--- config.mk ---
export PLATFORM = sky130hd
export DESIGN_NAME = rsx_exec
export DESIGN_NICKNAME = d
export VERILOG_FILES = /design/src/design/rsx_pkg.sv /design/src/design/rsx_exec.sv
export SDC_FILE = /design/constraint.sdc
export NUM_CORES = 1
export LEC_CHECK = 0
export BUFFER_PORTS_ARGS = -buffer_cell sky130_fd_sc_hd__clkbuf_2
export CAP_MARGIN = 20
export CORE_UTILIZATION = 45
export CTS_CLUSTER_SIZE = 24
export DETAILED_ROUTE_END_ITERATION = 7
export GPL_TIMING_DRIVEN = 0
export PLACE_DENSITY = 0.75
export SYNTH_ARGS = -nofsm -noshare
export SYNTH_HDL_FRONTEND = slang
export SYNTH_SLANG_ARGS = --single-unit
export TNS_END_PERCENT = 10
--- constraint.sdc ---
create_clock -name sys_clk -period 17.8 [get_ports sys_clk]
set_input_delay 3.56 -clock sys_clk [delete_from_list [all_inputs] [get_ports sys_clk]]
set_output_delay 3.56 -clock sys_clk [all_outputs]
set_load 0.1 [all_outputs]
--- src/design/rsx_pkg.sv ---
// Package for the shift/store/subtract execution slice of the core.
// Assumes a 16-bit instruction word and a 32-bit datapath.
package rsx_pkg;
  // ----------------------------------------
  // Widths and reset values
  // ----------------------------------------
  localparam int unsigned DATA_W = 32;
  localparam logic [31:0] WORD_ZERO = 32'h0000_0000;
  localparam logic [31:0] PC_STEP = 32'h0000_0002;
  localparam logic [31:0] PUSH_STEP = 32'h0000_0004;
  localparam logic [31:0] PC_RESET = 32'h0000_0000;
  localparam logic [31:0] LSB_MASK = 32'h0000_0001;
  localparam logic [31:0] HI24_MASK = 32'h00FF_FFFF;
  localparam logic [31:0] HI16_MASK = 32'h0000_FFFF;
  // Narrow accumulator: sign bit position and width of the sign extension
  localparam int unsigned MAC_HIGH_SIGN_BIT = 9;
  localparam int unsigned MAC_HIGH_EXT_W = 22;
  // Cycles to enter power-down, counted from the issue cycle
  localparam logic [1:0] SLEEP_CYCLES = 2'h3;
  localparam logic [1:0] CNT_ZERO = 2'h0;

  // ----------------------------------------
  // Opcode patterns (high nibble with low byte or low nibble, and one full word)
  // ----------------------------------------
  localparam logic [3:0] GRP_0 = 4'h0;
  localparam logic [3:0] GRP_3 = 4'h3;
  localparam logic [3:0] GRP_4 = 4'h4;
  localparam logic [7:0] LB_SHR1 = 8'h01;
  localparam logic [7:0] LB_SHR2 = 8'h09;
  localparam logic [7:0] LB_SHR8 = 8'h19;
  localparam logic [7:0] LB_SHR16 = 8'h29;
  localparam logic [7:0] LB_STC_SR = 8'h02;
  localparam logic [7:0] LB_STC_GBR = 8'h12;
  localparam logic [7:0] LB_STC_VBR = 8'h22;
  localparam logic [7:0] LB_PSH_SR = 8'h03;
  localparam logic [7:0] LB_PSH_GBR = 8'h13;
  localparam logic [7:0] LB_PSH_VBR = 8'h23;
  localparam logic [7:0] LB_STS_MAC_HIGH = 8'h0A;
  localparam logic [7:0] LB_STS_MAC_LOW = 8'h1A;
  localparam logic [7:0] LB_STS_PR = 8'h2A;
  localparam logic [7:0] LB_PSS_MAC_HIGH = 8'h02;
  localparam logic [7:0] LB_PSS_MAC_LOW = 8'h12;
  localparam logic [7:0] LB_PSS_PR = 8'h22;
  localparam logic [15:0] OP_SLEEP = 16'h001B;
  localparam logic [3:0] SUB_LO = 4'h8;
  localparam logic [3:0] MINUS_WITH_BORROW_OP_LO = 4'hA;

  // ----------------------------------------
  // Types
  // ----------------------------------------
  typedef enum logic [1:0] {
    RSX_IDLE = 2'b00,
    RSX_PUSH = 2'b01,
    RSX_ENTER = 2'b11,
    RSX_SLEEP = 2'b10
  } rsx_state_t;

  typedef struct packed {
    logic [31:0] status_word;
    logic [31:0] global_base_reg;
    logic [31:0] vector_base_reg;
    logic [31:0] mac_high;
    logic [31:0] mac_low;
    logic [31:0] return_link_reg;
  } rsx_ctl_t;

  typedef struct packed {
    logic valid;
    logic [31:0] addr;
    logic [31:0] data;
  } rsx_mem_t;

  typedef struct packed {
    rsx_state_t state;
    logic [1:0] cnt;
    logic [31:0] pc;
    logic carry_flag;
    logic irq_block;
    logic busy;
    logic exc_start;
    rsx_mem_t mem;
    logic [31:0] push_data;
  } rsx_regs_t;
endpackage

--- src/design/rsx_exec.sv ---
// Execution slice: logical right shifts, power-down, control/system register
// stores (to a register or pushed to memory) and plain/borrow subtraction.
// Assumes the fetch stage presents one instruction per issue pulse and holds
// off while busy; the memory bus accepts a write in the cycle it is offered.
`timescale 1ns/100ps

module rsx_exec #(
  parameter bit NARROW_MAC = 1'b0
) (
  // Clock and reset
  input wire logic sys_clk,
  input wire logic srst,
  // Instruction issue
  input wire logic issue,
  input wire logic [15:0] instr,
  // General register file read ports
  output logic [3:0] dest_idx,
  output logic [3:0] src_idx,
  input wire logic [31:0] dest_val,
  input wire logic [31:0] src_val,
  // General register file write port
  output logic reg_we,
  output logic [3:0] reg_waddr,
  output logic [31:0] reg_wdata,
  // Control and system registers
  input wire rsx_pkg::rsx_ctl_t ctl,
  // Memory write port
  output rsx_pkg::rsx_mem_t mem_wr,
  // Interrupt and address error inputs
  input wire logic irq_req,
  input wire logic addr_err,
  // Status
  output logic busy,
  output logic power_down,
  output logic irq_accept,
  output logic addr_err_accept,
  output logic exc_start,
  output logic carry_flag,
  output logic [31:0] pc,
  output logic decode_hit
);
  // ----------------------------------------
  // Decode helpers
  // ----------------------------------------
  function automatic logic op_is(input logic [15:0] op, input logic [3:0] grp,
                                 input logic [7:0] lb);
    op_is = (op[15:12] == grp) && (op[7:0] == lb);
  endfunction

  function automatic logic [31:0] mac_high_view(input logic [31:0] v, input bit narrow);
    if (narrow)
    begin
      mac_high_view = {{rsx_pkg::MAC_HIGH_EXT_W{v[rsx_pkg::MAC_HIGH_SIGN_BIT]}},
                   v[rsx_pkg::MAC_HIGH_SIGN_BIT:0]};
    end
    else
    begin
      mac_high_view = v;
    end
  endfunction

  rsx_pkg::rsx_regs_t r_ff;
  rsx_pkg::rsx_regs_t nxt_r;

  logic d_shr1, d_shr2, d_shr8, d_shr16;
  logic d_stc_sr, d_stc_gbr, d_stc_vbr;
  logic d_psh_sr, d_psh_gbr, d_psh_vbr;
  logic d_sts_mac_high, d_sts_mac_low, d_sts_pr;
  logic d_pss_mac_high, d_pss_mac_low, d_pss_pr;
  logic d_sleep, d_sub, d_minus_with_borrow_op, d_any;
  logic [31:0] diff;
  logic [31:0] minus_with_borrow_op_res;
  logic bor1, bor2;
  logic [31:0] push_addr;

  // ----------------------------------------
  // Decode
  // ----------------------------------------
  always_comb
  begin
    d_shr1 = op_is(instr, rsx_pkg::GRP_4, rsx_pkg::LB_SHR1);
    d_shr2 = op_is(instr, rsx_pkg::GRP_4, rsx_pkg::LB_SHR2);
    d_shr8 = op_is(instr, rsx_pkg::GRP_4, rsx_pkg::LB_SHR8);
    d_shr16 = op_is(instr, rsx_pkg::GRP_4, rsx_pkg::LB_SHR16);
    d_stc_sr = op_is(instr, rsx_pkg::GRP_0, rsx_pkg::LB_STC_SR);
    d_stc_gbr = op_is(instr, rsx_pkg::GRP_0, rsx_pkg::LB_STC_GBR);
    d_stc_vbr = op_is(instr, rsx_pkg::GRP_0, rsx_pkg::LB_STC_VBR);
    d_psh_sr = op_is(instr, rsx_pkg::GRP_4, rsx_pkg::LB_PSH_SR);
    d_psh_gbr = op_is(instr, rsx_pkg::GRP_4, rsx_pkg::LB_PSH_GBR);
    d_psh_vbr = op_is(instr, rsx_pkg::GRP_4, rsx_pkg::LB_PSH_VBR);
    d_sts_mac_high = op_is(instr, rsx_pkg::GRP_0, rsx_pkg::LB_STS_MAC_HIGH);
    d_sts_mac_low = op_is(instr, rsx_pkg::GRP_0, rsx_pkg::LB_STS_MAC_LOW);
    d_sts_pr = op_is(instr, rsx_pkg::GRP_0, rsx_pkg::LB_STS_PR);
    d_pss_mac_high = op_is(instr, rsx_pkg::GRP_4, rsx_pkg::LB_PSS_MAC_HIGH);
    d_pss_mac_low = op_is(instr, rsx_pkg::GRP_4, rsx_pkg::LB_PSS_MAC_LOW);
    d_pss_pr = op_is(instr, rsx_pkg::GRP_4, rsx_pkg::LB_PSS_PR);
    d_sleep = (instr == rsx_pkg::OP_SLEEP);
    d_sub = (instr[15:12] == rsx_pkg::GRP_3) && (instr[3:0] == rsx_pkg::SUB_LO);
    d_minus_with_borrow_op = (instr[15:12] == rsx_pkg::GRP_3) && (instr[3:0] == rsx_pkg::MINUS_WITH_BORROW_OP_LO);
    d_any = d_shr1 | d_shr2 | d_shr8 | d_shr16 | d_stc_sr | d_stc_gbr | d_stc_vbr
          | d_psh_sr | d_psh_gbr | d_psh_vbr | d_sts_mac_high | d_sts_mac_low | d_sts_pr
          | d_pss_mac_high | d_pss_mac_low | d_pss_pr | d_sleep | d_sub | d_minus_with_borrow_op;
  end

  assign dest_idx = instr[11:8];
  assign src_idx = instr[7:4];
  assign decode_hit = issue && d_any;

  // ----------------------------------------
  // Arithmetic
  // ----------------------------------------
  always_comb
  begin
    diff = dest_val - src_val;
    bor1 = dest_val < diff;
    minus_with_borrow_op_res = diff - {31'h0000_0000, r_ff.carry_flag};
    bor2 = diff < minus_with_borrow_op_res;
    push_addr = dest_val - rsx_pkg::PUSH_STEP;
  end

  // ----------------------------------------
  // Next state
  // ----------------------------------------
  always_comb
  begin
    nxt_r = r_ff;
    nxt_r.mem.valid = 1'b0;
    nxt_r.exc_start = 1'b0;
    reg_we = 1'b0;
    reg_waddr = instr[11:8];
    reg_wdata = rsx_pkg::WORD_ZERO;
    // Interrupts are held off from the cycle after any store; cleared by next issue
    if (issue && r_ff.state == rsx_pkg::RSX_IDLE)
    begin
      nxt_r.irq_block = 1'b0;
    end
    case (r_ff.state)
      rsx_pkg::RSX_IDLE:
      begin
        if (issue && d_any)
        begin
          nxt_r.pc = r_ff.pc + rsx_pkg::PC_STEP;
          if (d_shr1)
          begin
            reg_we = 1'b1;
            reg_wdata = {1'b0, dest_val[31:1]};
            nxt_r.carry_flag = dest_val[0];
          end
          else if (d_shr2 | d_shr8 | d_shr16)
          begin
            reg_we = 1'b1;
            // Zero fill; carry untouched
            if (d_shr2)
            begin
              reg_wdata = {2'b00, dest_val[31:2]};
            end
            else if (d_shr8)
            begin
              reg_wdata = (dest_val >> 8) & rsx_pkg::HI24_MASK;
            end
            else
            begin
              reg_wdata = (dest_val >> 16) & rsx_pkg::HI16_MASK;
            end
          end
          else if (d_stc_sr | d_stc_gbr | d_stc_vbr | d_sts_mac_high | d_sts_mac_low | d_sts_pr)
          begin
            reg_we = 1'b1;
            nxt_r.irq_block = 1'b1;
            if (d_stc_sr)
              reg_wdata = ctl.status_word;
            else if (d_stc_gbr)
              reg_wdata = ctl.global_base_reg;
            else if (d_stc_vbr)
              reg_wdata = ctl.vector_base_reg;
            else if (d_sts_mac_high)
              reg_wdata = mac_high_view(ctl.mac_high, NARROW_MAC);
            else if (d_sts_mac_low)
              reg_wdata = ctl.mac_low;
            else
              reg_wdata = ctl.return_link_reg;
          end
          else if (d_pss_mac_high | d_pss_mac_low | d_pss_pr)
          begin
            reg_we = 1'b1;
            reg_wdata = push_addr;
            nxt_r.irq_block = 1'b1;
            nxt_r.mem.valid = 1'b1;
            nxt_r.mem.addr = push_addr;
            if (d_pss_mac_high)
              nxt_r.mem.data = mac_high_view(ctl.mac_high, NARROW_MAC);
            else if (d_pss_mac_low)
              nxt_r.mem.data = ctl.mac_low;
            else
              nxt_r.mem.data = ctl.return_link_reg;
          end
          else if (d_psh_sr | d_psh_gbr | d_psh_vbr)
          begin
            // Decrement now, write in the third cycle
            reg_we = 1'b1;
            reg_wdata = push_addr;
            nxt_r.irq_block = 1'b1;
            nxt_r.mem.addr = push_addr;
            if (d_psh_sr)
              nxt_r.push_data = ctl.status_word;
            else if (d_psh_gbr)
              nxt_r.push_data = ctl.global_base_reg;
            else
              nxt_r.push_data = ctl.vector_base_reg;
            nxt_r.busy = 1'b1;
            nxt_r.state = rsx_pkg::RSX_PUSH;
          end
          else if (d_sleep)
          begin
            nxt_r.pc = r_ff.pc;
            nxt_r.busy = 1'b1;
            nxt_r.cnt = rsx_pkg::SLEEP_CYCLES - 2'h1;
            nxt_r.state = rsx_pkg::RSX_ENTER;
          end
          else if (d_sub)
          begin
            reg_we = 1'b1;
            reg_wdata = diff;
          end
          else
          begin
            reg_we = 1'b1;
            reg_wdata = minus_with_borrow_op_res;
            nxt_r.carry_flag = bor1 | bor2;
          end
        end
      end
      rsx_pkg::RSX_PUSH:
      begin
        nxt_r.mem.valid = 1'b1;
        nxt_r.mem.data = r_ff.push_data;
        nxt_r.busy = 1'b0;
        nxt_r.state = rsx_pkg::RSX_IDLE;
      end
      rsx_pkg::RSX_ENTER:
      begin
        // Entry transition only; waiting is not counted
        nxt_r.cnt = r_ff.cnt - 2'h1;
        if (r_ff.cnt == 2'h1)
        begin
          nxt_r.state = rsx_pkg::RSX_SLEEP;
        end
      end
      rsx_pkg::RSX_SLEEP:
      begin
        // Hold everything until a request arrives
        if (irq_req)
        begin
          nxt_r.exc_start = 1'b1;
          nxt_r.busy = 1'b0;
          nxt_r.state = rsx_pkg::RSX_IDLE;
        end
      end
      default:
      begin
        nxt_r.state = rsx_pkg::RSX_IDLE;
      end
    endcase
  end

  // ----------------------------------------
  // State register
  // ----------------------------------------
  always_ff @(posedge sys_clk)
  begin
    if (srst)
    begin
      r_ff.state <= rsx_pkg::RSX_IDLE;
      r_ff.cnt <= rsx_pkg::CNT_ZERO;
      r_ff.pc <= rsx_pkg::PC_RESET;
      r_ff.carry_flag <= 1'b0;
      r_ff.irq_block <= 1'b0;
      r_ff.busy <= 1'b0;
      r_ff.exc_start <= 1'b0;
      r_ff.mem <= '0;
      r_ff.push_data <= rsx_pkg::WORD_ZERO;
    end
    else
    begin
      r_ff <= nxt_r;
    end
  end

  // ----------------------------------------
  // Outputs
  // ----------------------------------------
  assign mem_wr = r_ff.mem;
  assign busy = r_ff.busy;
  assign power_down = (r_ff.state == rsx_pkg::RSX_SLEEP);
  assign exc_start = r_ff.exc_start;
  assign carry_flag = r_ff.carry_flag;
  assign pc = r_ff.pc;
  // Blocking window lasts until the next instruction issues
  assign irq_accept = irq_req && !r_ff.irq_block && (r_ff.state == rsx_pkg::RSX_IDLE);
  assign addr_err_accept = addr_err;
endmodule

-- Word level (Yosys, flattened, before mapping)
Cells that the tools add are included.
- add/sub/neg operators: 5
- magnitude comparators: 2
- equal/unequal tests: 40
- muxes and demuxes: 67
- bitwise logic cells: 35
- reduce and logical (&&, ||, !) cells: 38
- operator list (cell ; number):
    two-way mux 32 bit ; 23
    two-way mux 97 bit ; 4
    two-way mux 39 bit ; 2
    two-way mux 37 bit ; 2
    two-way mux 36 bit ; 2
    less-than comparator 32 bit ; 2
    case mux 32 bit (2 select lines) ; 1
    two-way mux 35 bit ; 1
    adder 32 x 2 -> 32 bit (second input constant) ; 1
    equality test 8 x 5 -> 1 bit (second input constant) ; 4
    equality test 8 x 6 -> 1 bit (second input constant) ; 4
    != test 2 bit (second input constant) ; 16
    AND reduction 8 bit ; 4
    subtractor 32 x 1 -> 32 bit ; 1
    subtractor 32 x 3 -> 32 bit (second input constant) ; 1
    subtractor 32 bit ; 1
    two-way mux 30 bit ; 1
    bitwise OR 1 bit ; 30
    two-way mux 24 bit ; 1
    logical AND 1 bit ; 22
    two-way mux 1 bit ; 21
    equality test 16 x 5 -> 1 bit (second input constant) ; 1
    equality test 8 x 2 -> 1 bit (second input constant) ; 2
    equality test 8 x 4 -> 1 bit (second input constant) ; 2
    24 further kinds ; 38
- flip-flop bits (word level): 137
- bits of input ports: 277
- output and inout bits: 149

-- Depth between registers and ports, before layout
- depth in word-level cells: 23
- gate-level depth with buffers: 24

-- Least setup slack after synthesis
No wires, ideal clock.
- path type: input port to output port
- start point: input port dest_val[0]
- end point: output port reg_wdata[29]
- data arrival time: 11373 ps
- data required time: 14240 ps
- setup slack: 2867 ps
- stages: 16
- buffers on the path: 0
- cell sequence: inv_1 > ha_1 > inv_1 > fa_1 > a21o_1 > a211o_4 > a31o_1 > or3_4 > a32oi_4 > nand4_2 > nor4_4 > nand3_1 > nor3_1 > xnor2_1 > a221oi_1 > a2111oi_0
- cells in the longest elaborated chain, start to end: 11
- RTL lines (item ; RTL line ; source):
    start: declaration ; rsx_exec.sv:19 ; input wire logic [31:0] dest_val,
    subtractor 32 bit ; rsx_exec.sv:114 ; diff = dest_val - src_val;
    subtractor 32 x 1 -> 32 bit ; rsx_exec.sv:116 ; minus_with_borrow_op_res = diff - {31'h0000_0000, r_ff.carry_flag};
    two-way mux 32 bit ; rsx_exec.sv:220 ; else if (d_sub)
    two-way mux 32 bit ; rsx_exec.sv:213 ; else if (d_sleep)
    two-way mux 32 bit ; rsx_exec.sv:197 ; else if (d_psh_sr | d_psh_gbr | d_psh_vbr)
    two-way mux 32 bit * ; rsx_exec.sv:183 ; else if (d_pss_mac_high | d_pss_mac_low | d_pss_pr)
    two-way mux 32 bit * ; rsx_exec.sv:166 ; else if (d_stc_sr | d_stc_gbr | d_stc_vbr | d_sts_mac_high | d_sts_mac_low | d_sts_pr)
    two-way mux 32 bit * ; rsx_exec.sv:149 ; else if (d_shr2 | d_shr8 | d_shr16)
    two-way mux 32 bit * ; rsx_exec.sv:143 ; if (d_shr1)
    two-way mux 32 bit * ; rsx_exec.sv:140 ; if (issue && d_any)
    two-way mux 32 bit * ; rsx_exec.sv:137 ; case (r_ff.state)
    end: declaration ; rsx_exec.sv:24 ; output logic [31:0] reg_wdata,
Every way passes the cells marked *; elsewhere a longest branch is shown, timed or not.

-- Worst setup path in the final report
- start point: input port dest_val[0]
- end point: output port reg_wdata[27]
The elaborated chain is that of the path after synthesis.

==> impl_results.md <==
* Status: completed
* Cell type with the largest total area after synthesis: sky130_fd_sc_hd__dfxtp_1
* HP Class: flip-flop to flip-flop
* RSZ-0062 raised after global routing: no
* Period utilization at 71.28%
* DRT Pass-1 Iters at 7
* Boundary pin count at 426
* Inst Count DP at 3164
* Final min period at 12.69 ns
* Static leakage power at 8.427 nW
* Instance count of the mapped netlist at 2284
* Buffers and inverters on the worst path at 4
* Final hold violations at 0
* Vias post-DR at 19810
* Quantity of I/O buffers inserted on ports at 423
* Number of DRC markers in iteration 0 at 2240
* Crit path max-delay cell type: sky130_fd_sc_hd__a2111oi_0
* Category of the worst setup path capture point: output pin
* FF+latch count, synth at 137
* Final RePlAce weighted congestion at 0.9972
* Routed length per placed instance at 22.37 um
* Post-synthesis async set-or-reset flop share at 0%
* Residual DRC at 0
* Global-route total usage across every layer at 38.24%
* Switch share at 39.37%
* Area of the die at 35790 sq um
* Clock insertion delay at the later pin of the skew report at 0.44 ns
* Worst Max-Slew Pin Slew at 1.269 ns
* Hold buffer count at cts at 0
* Synth Net Count at 2629
* Net switching power at 0.4122 mW
* Worst-case headroom to the max-slew limit at 13.23%
* Most repeated cell in the gate-level netlist after synthesis: sky130_fd_sc_hd__nor2_1
* Series of cell instances along the critical path: clkbuf_2, inv_1, ha_1, inv_1, fa_1, a21o_1, a211o_4, a21oi_2, xor2_2, o221a_2, nand4_2, nor4_4, nand3_1, nor2_1, xnor2_1, a221oi_1, a2111oi_0, clkbuf_2
* Worst-path clk slew at 0.07 ns
* Sequential element share of the synthesized area at 17.39%
* Yosys warns at 0
* Number of sinks driven by the clock tree at 137
* Setup Crit Path Kind: input pin to output pin
* Fraction of final layout cells with drive strength greater than 1 at 23.79%
* Via count of the first global-routing pass at 17830
* Critical path startpoint category: input pin
* Setup violation total in the final timing report at 0
* CP required at 14.24 ns
* Top post-synthesis cells by area: sky130_fd_sc_hd__dfxtp_1 (17%), sky130_fd_sc_hd__nor2_1 (7.2%), sky130_fd_sc_hd__nand2_1 (7.0%)
* Ratio of routed vias to standard cells at 6.185
* Top FF cell, synth: sky130_fd_sc_hd__dfxtp_1
* Detail Route Antenna Nets at 0
* Average footprint of a synthesized cell at 6.904 sq um
* Share of the synthesized area in the top cell type at 17.39%
* Gates resized, CTS repair at 0
* Internal portion of total power at 0.6348 mW
* Die H at 189.2 um
* Bufs on Longest Clock Path at 2
* Total half-perimeter wirelength after legalization and detailed placement at 59360 um
* Crit path max fanout at 8
* Clock tree from TritonCTS: done
* Horiz. Die Dim at 189.2 um
* Max-cap check violation count at 0
* Final net count at 3073
* Worst EP arrival at 9.13 ns
* VDD IR-drop max at 0.06320 mV
* Clock power frac at 33.3%
* Sequential group share of total power at 29.6%
* Final setup skew at 0.01028 ns
* Initial antenna violation count at 6
* Routed Wire Length at 71640 um
* Power density cells at 54.97 nW/um^2
* Maximum number of pins on one net before global-route repair at 17
* Area of the mapped netlist at 15770 sq um
* Count of final max-slew check failures at 0
* Fin Setup TNS at 0 ns
* Global-route wire length before repair at 105300 um
* CP top delay family: compound AO/OA/AOI/OAI gates
* Area delta synth->final at 20.78%
* Finished Layout Cells at 3203
* Highest Clock Rate at 78.82 MHz
* Core Area at 34540 sq um
* Top cells by instance count after synthesis: sky130_fd_sc_hd__nor2_1 (301), sky130_fd_sc_hd__nand2_1 (296), sky130_fd_sc_hd__dfxtp_1 (137), sky130_fd_sc_hd__clkbuf_1 (133), sky130_fd_sc_hd__a21oi_1 (128)
* Overflow left after global routing at 0
* Worst stage delay on the critical path at 1.10 ns
* Number of CTS-inserted buffers at 17
* Std-Cell Rows at 68
* Combinational group share of total power at 37.1%
* Initial Util at 45.65%
* Post-synthesis cell type count at 105
* Root cell of the clock tree: sky130_fd_sc_hd__clkbuf_16
* Final standard cell utilization of the core at 55.14%
* Number of enable-type register cells in the synthesized netlist at 0
* Post-CTS Repair Setup Buffers at 0
* Depth of the CTS H-tree at 4
[logic make-up after synthesis]
group                      Yosys count  share of synthesized area, %
DFF                                137                         17.39
and+or+nand+nor                    906                         26.27
xor gates and xnor gates            99                         5.689
AOI/OAI and AO/OA                  617                         27.34
muxes                               89                         5.705
buffers and inverters              362                         11.76
adders and majority gates           74                         5.840
[cell usage in the layout, fill, tap and decap left out, drive strengths merged, types with 27 or more instances in the layout]
cell type and count:
a211oi 69, a21oi 130, a22oi 34, a311oi 33
a31oi 27, buf 154, clkbuf 574, dfxtp 137
ha 67, inv 82, mux2i 82, nand2 296
nand3 93, nor2 301, nor3 44, nor4 39
o211ai 72, o21ai 117, xnor2 58, xor2 40
[per-stage QoR]
step | hold slack [ns] | total power [mW] | setup WS (ns) | instance area (sq um)
after detailed placement | 0.4703 | 0.6943 | 5.283 | 18460
after global routing | 0.5072 | 1.091 | 4.920 | 19040
final | 0.4797 | 1.047 | 5.113 | 19050
after global placement | 0.4588 | 0.6876 | 5.409 | 18460
after floorplan | 0.4394 | 0.5703 | 2.867 | 15770
after CTS | 0.4805 | 1.039 | 5.286 | 19030
[worst paths after layout]
| kind | startpoint | to | slack, ns | cells past startpoint |
|---|---|---|---|---|
| max | dest_val[0] | reg_wdata[27] | 5.11 | 18 |
| min | flip-flop | flip-flop | 0.48 | 1 |
| max reg2reg | carry_flag$_SDFFE_PP0P_ | carry_flag$_SDFFE_PP0P_ | 13.00 | 18 |
| min reg2reg | flip-flop | flip-flop | 0.48 | 1 |
[routing by layer]
layer  part of all wire [%]  GRT usage (%)
met4                    4.0          15.17
met2                     44          58.48
met1                     42          52.00
met5                  0.020              0
met3                     10          8.248
[registers in the layout (all words and copies together) (netlist names), named ones only]
| signal | count |
|---|---|
| pc | 31 |
| exc_start | 1 |
| r_ff | 37 |
| busy | 1 |
| mem_wr | 65 |
| carry_flag | 1 |
[power groups by stage]
| stage | clock network (mW) | logic, mW | registers, mW |
|---|---|---|---|
| 2_1_floorplan | 0 | 0.250 | 0.321 |
| 5_1_grt | 0.364 | 0.418 | 0.309 |
| 4_1_cts | 0.350 | 0.380 | 0.310 |
| 3_3_place_gp | 0 | 0.371 | 0.316 |
| 3_5_place_dp | 0 | 0.378 | 0.317 |
| 6_report | 0.348 | 0.389 | 0.310 |
[cell type report]
class                           instances  area [sq um]
Antenna cell                            7         17.52
Buffer                                286          1563
Clock buffer                           17         425.4
Clock inverter                         15         138.9
Fill cell                            3477         15500
Inverter                               76         291.5
Multi-Input combinational cell       1785         11170
Sequential cell                       137          2743
Tap cell                              455         569.3
Timing Repair Buffer                  425          2126
[worst reg2reg max path: stages, from the launching register on]
cell	delay (ns)
sky130_fd_sc_hd__dfxtp_1	0.56
sky130_fd_sc_hd__ha_1	0.24
sky130_fd_sc_hd__ha_1	0.23
sky130_fd_sc_hd__nand2_1	0.08
sky130_fd_sc_hd__a21oi_1	0.28
sky130_fd_sc_hd__o2111ai_1	0.24
sky130_fd_sc_hd__nor3_2	0.37
sky130_fd_sc_hd__nand4_1	0.30
sky130_fd_sc_hd__nor2_1	0.22
sky130_fd_sc_hd__and4bb_2	0.27
sky130_fd_sc_hd__nand2_1	0.08
sky130_fd_sc_hd__nor3_1	0.21
sky130_fd_sc_hd__and3_1	0.19
sky130_fd_sc_hd__ha_1	0.25
sky130_fd_sc_hd__xnor2_1	0.35
sky130_fd_sc_hd__or4b_1	0.47
sky130_fd_sc_hd__and3_1	0.19
sky130_fd_sc_hd__o211ai_2	0.07
sky130_fd_sc_hd__o211ai_2	0.10
Note: power is estimated with default switching activity, not from simulation.
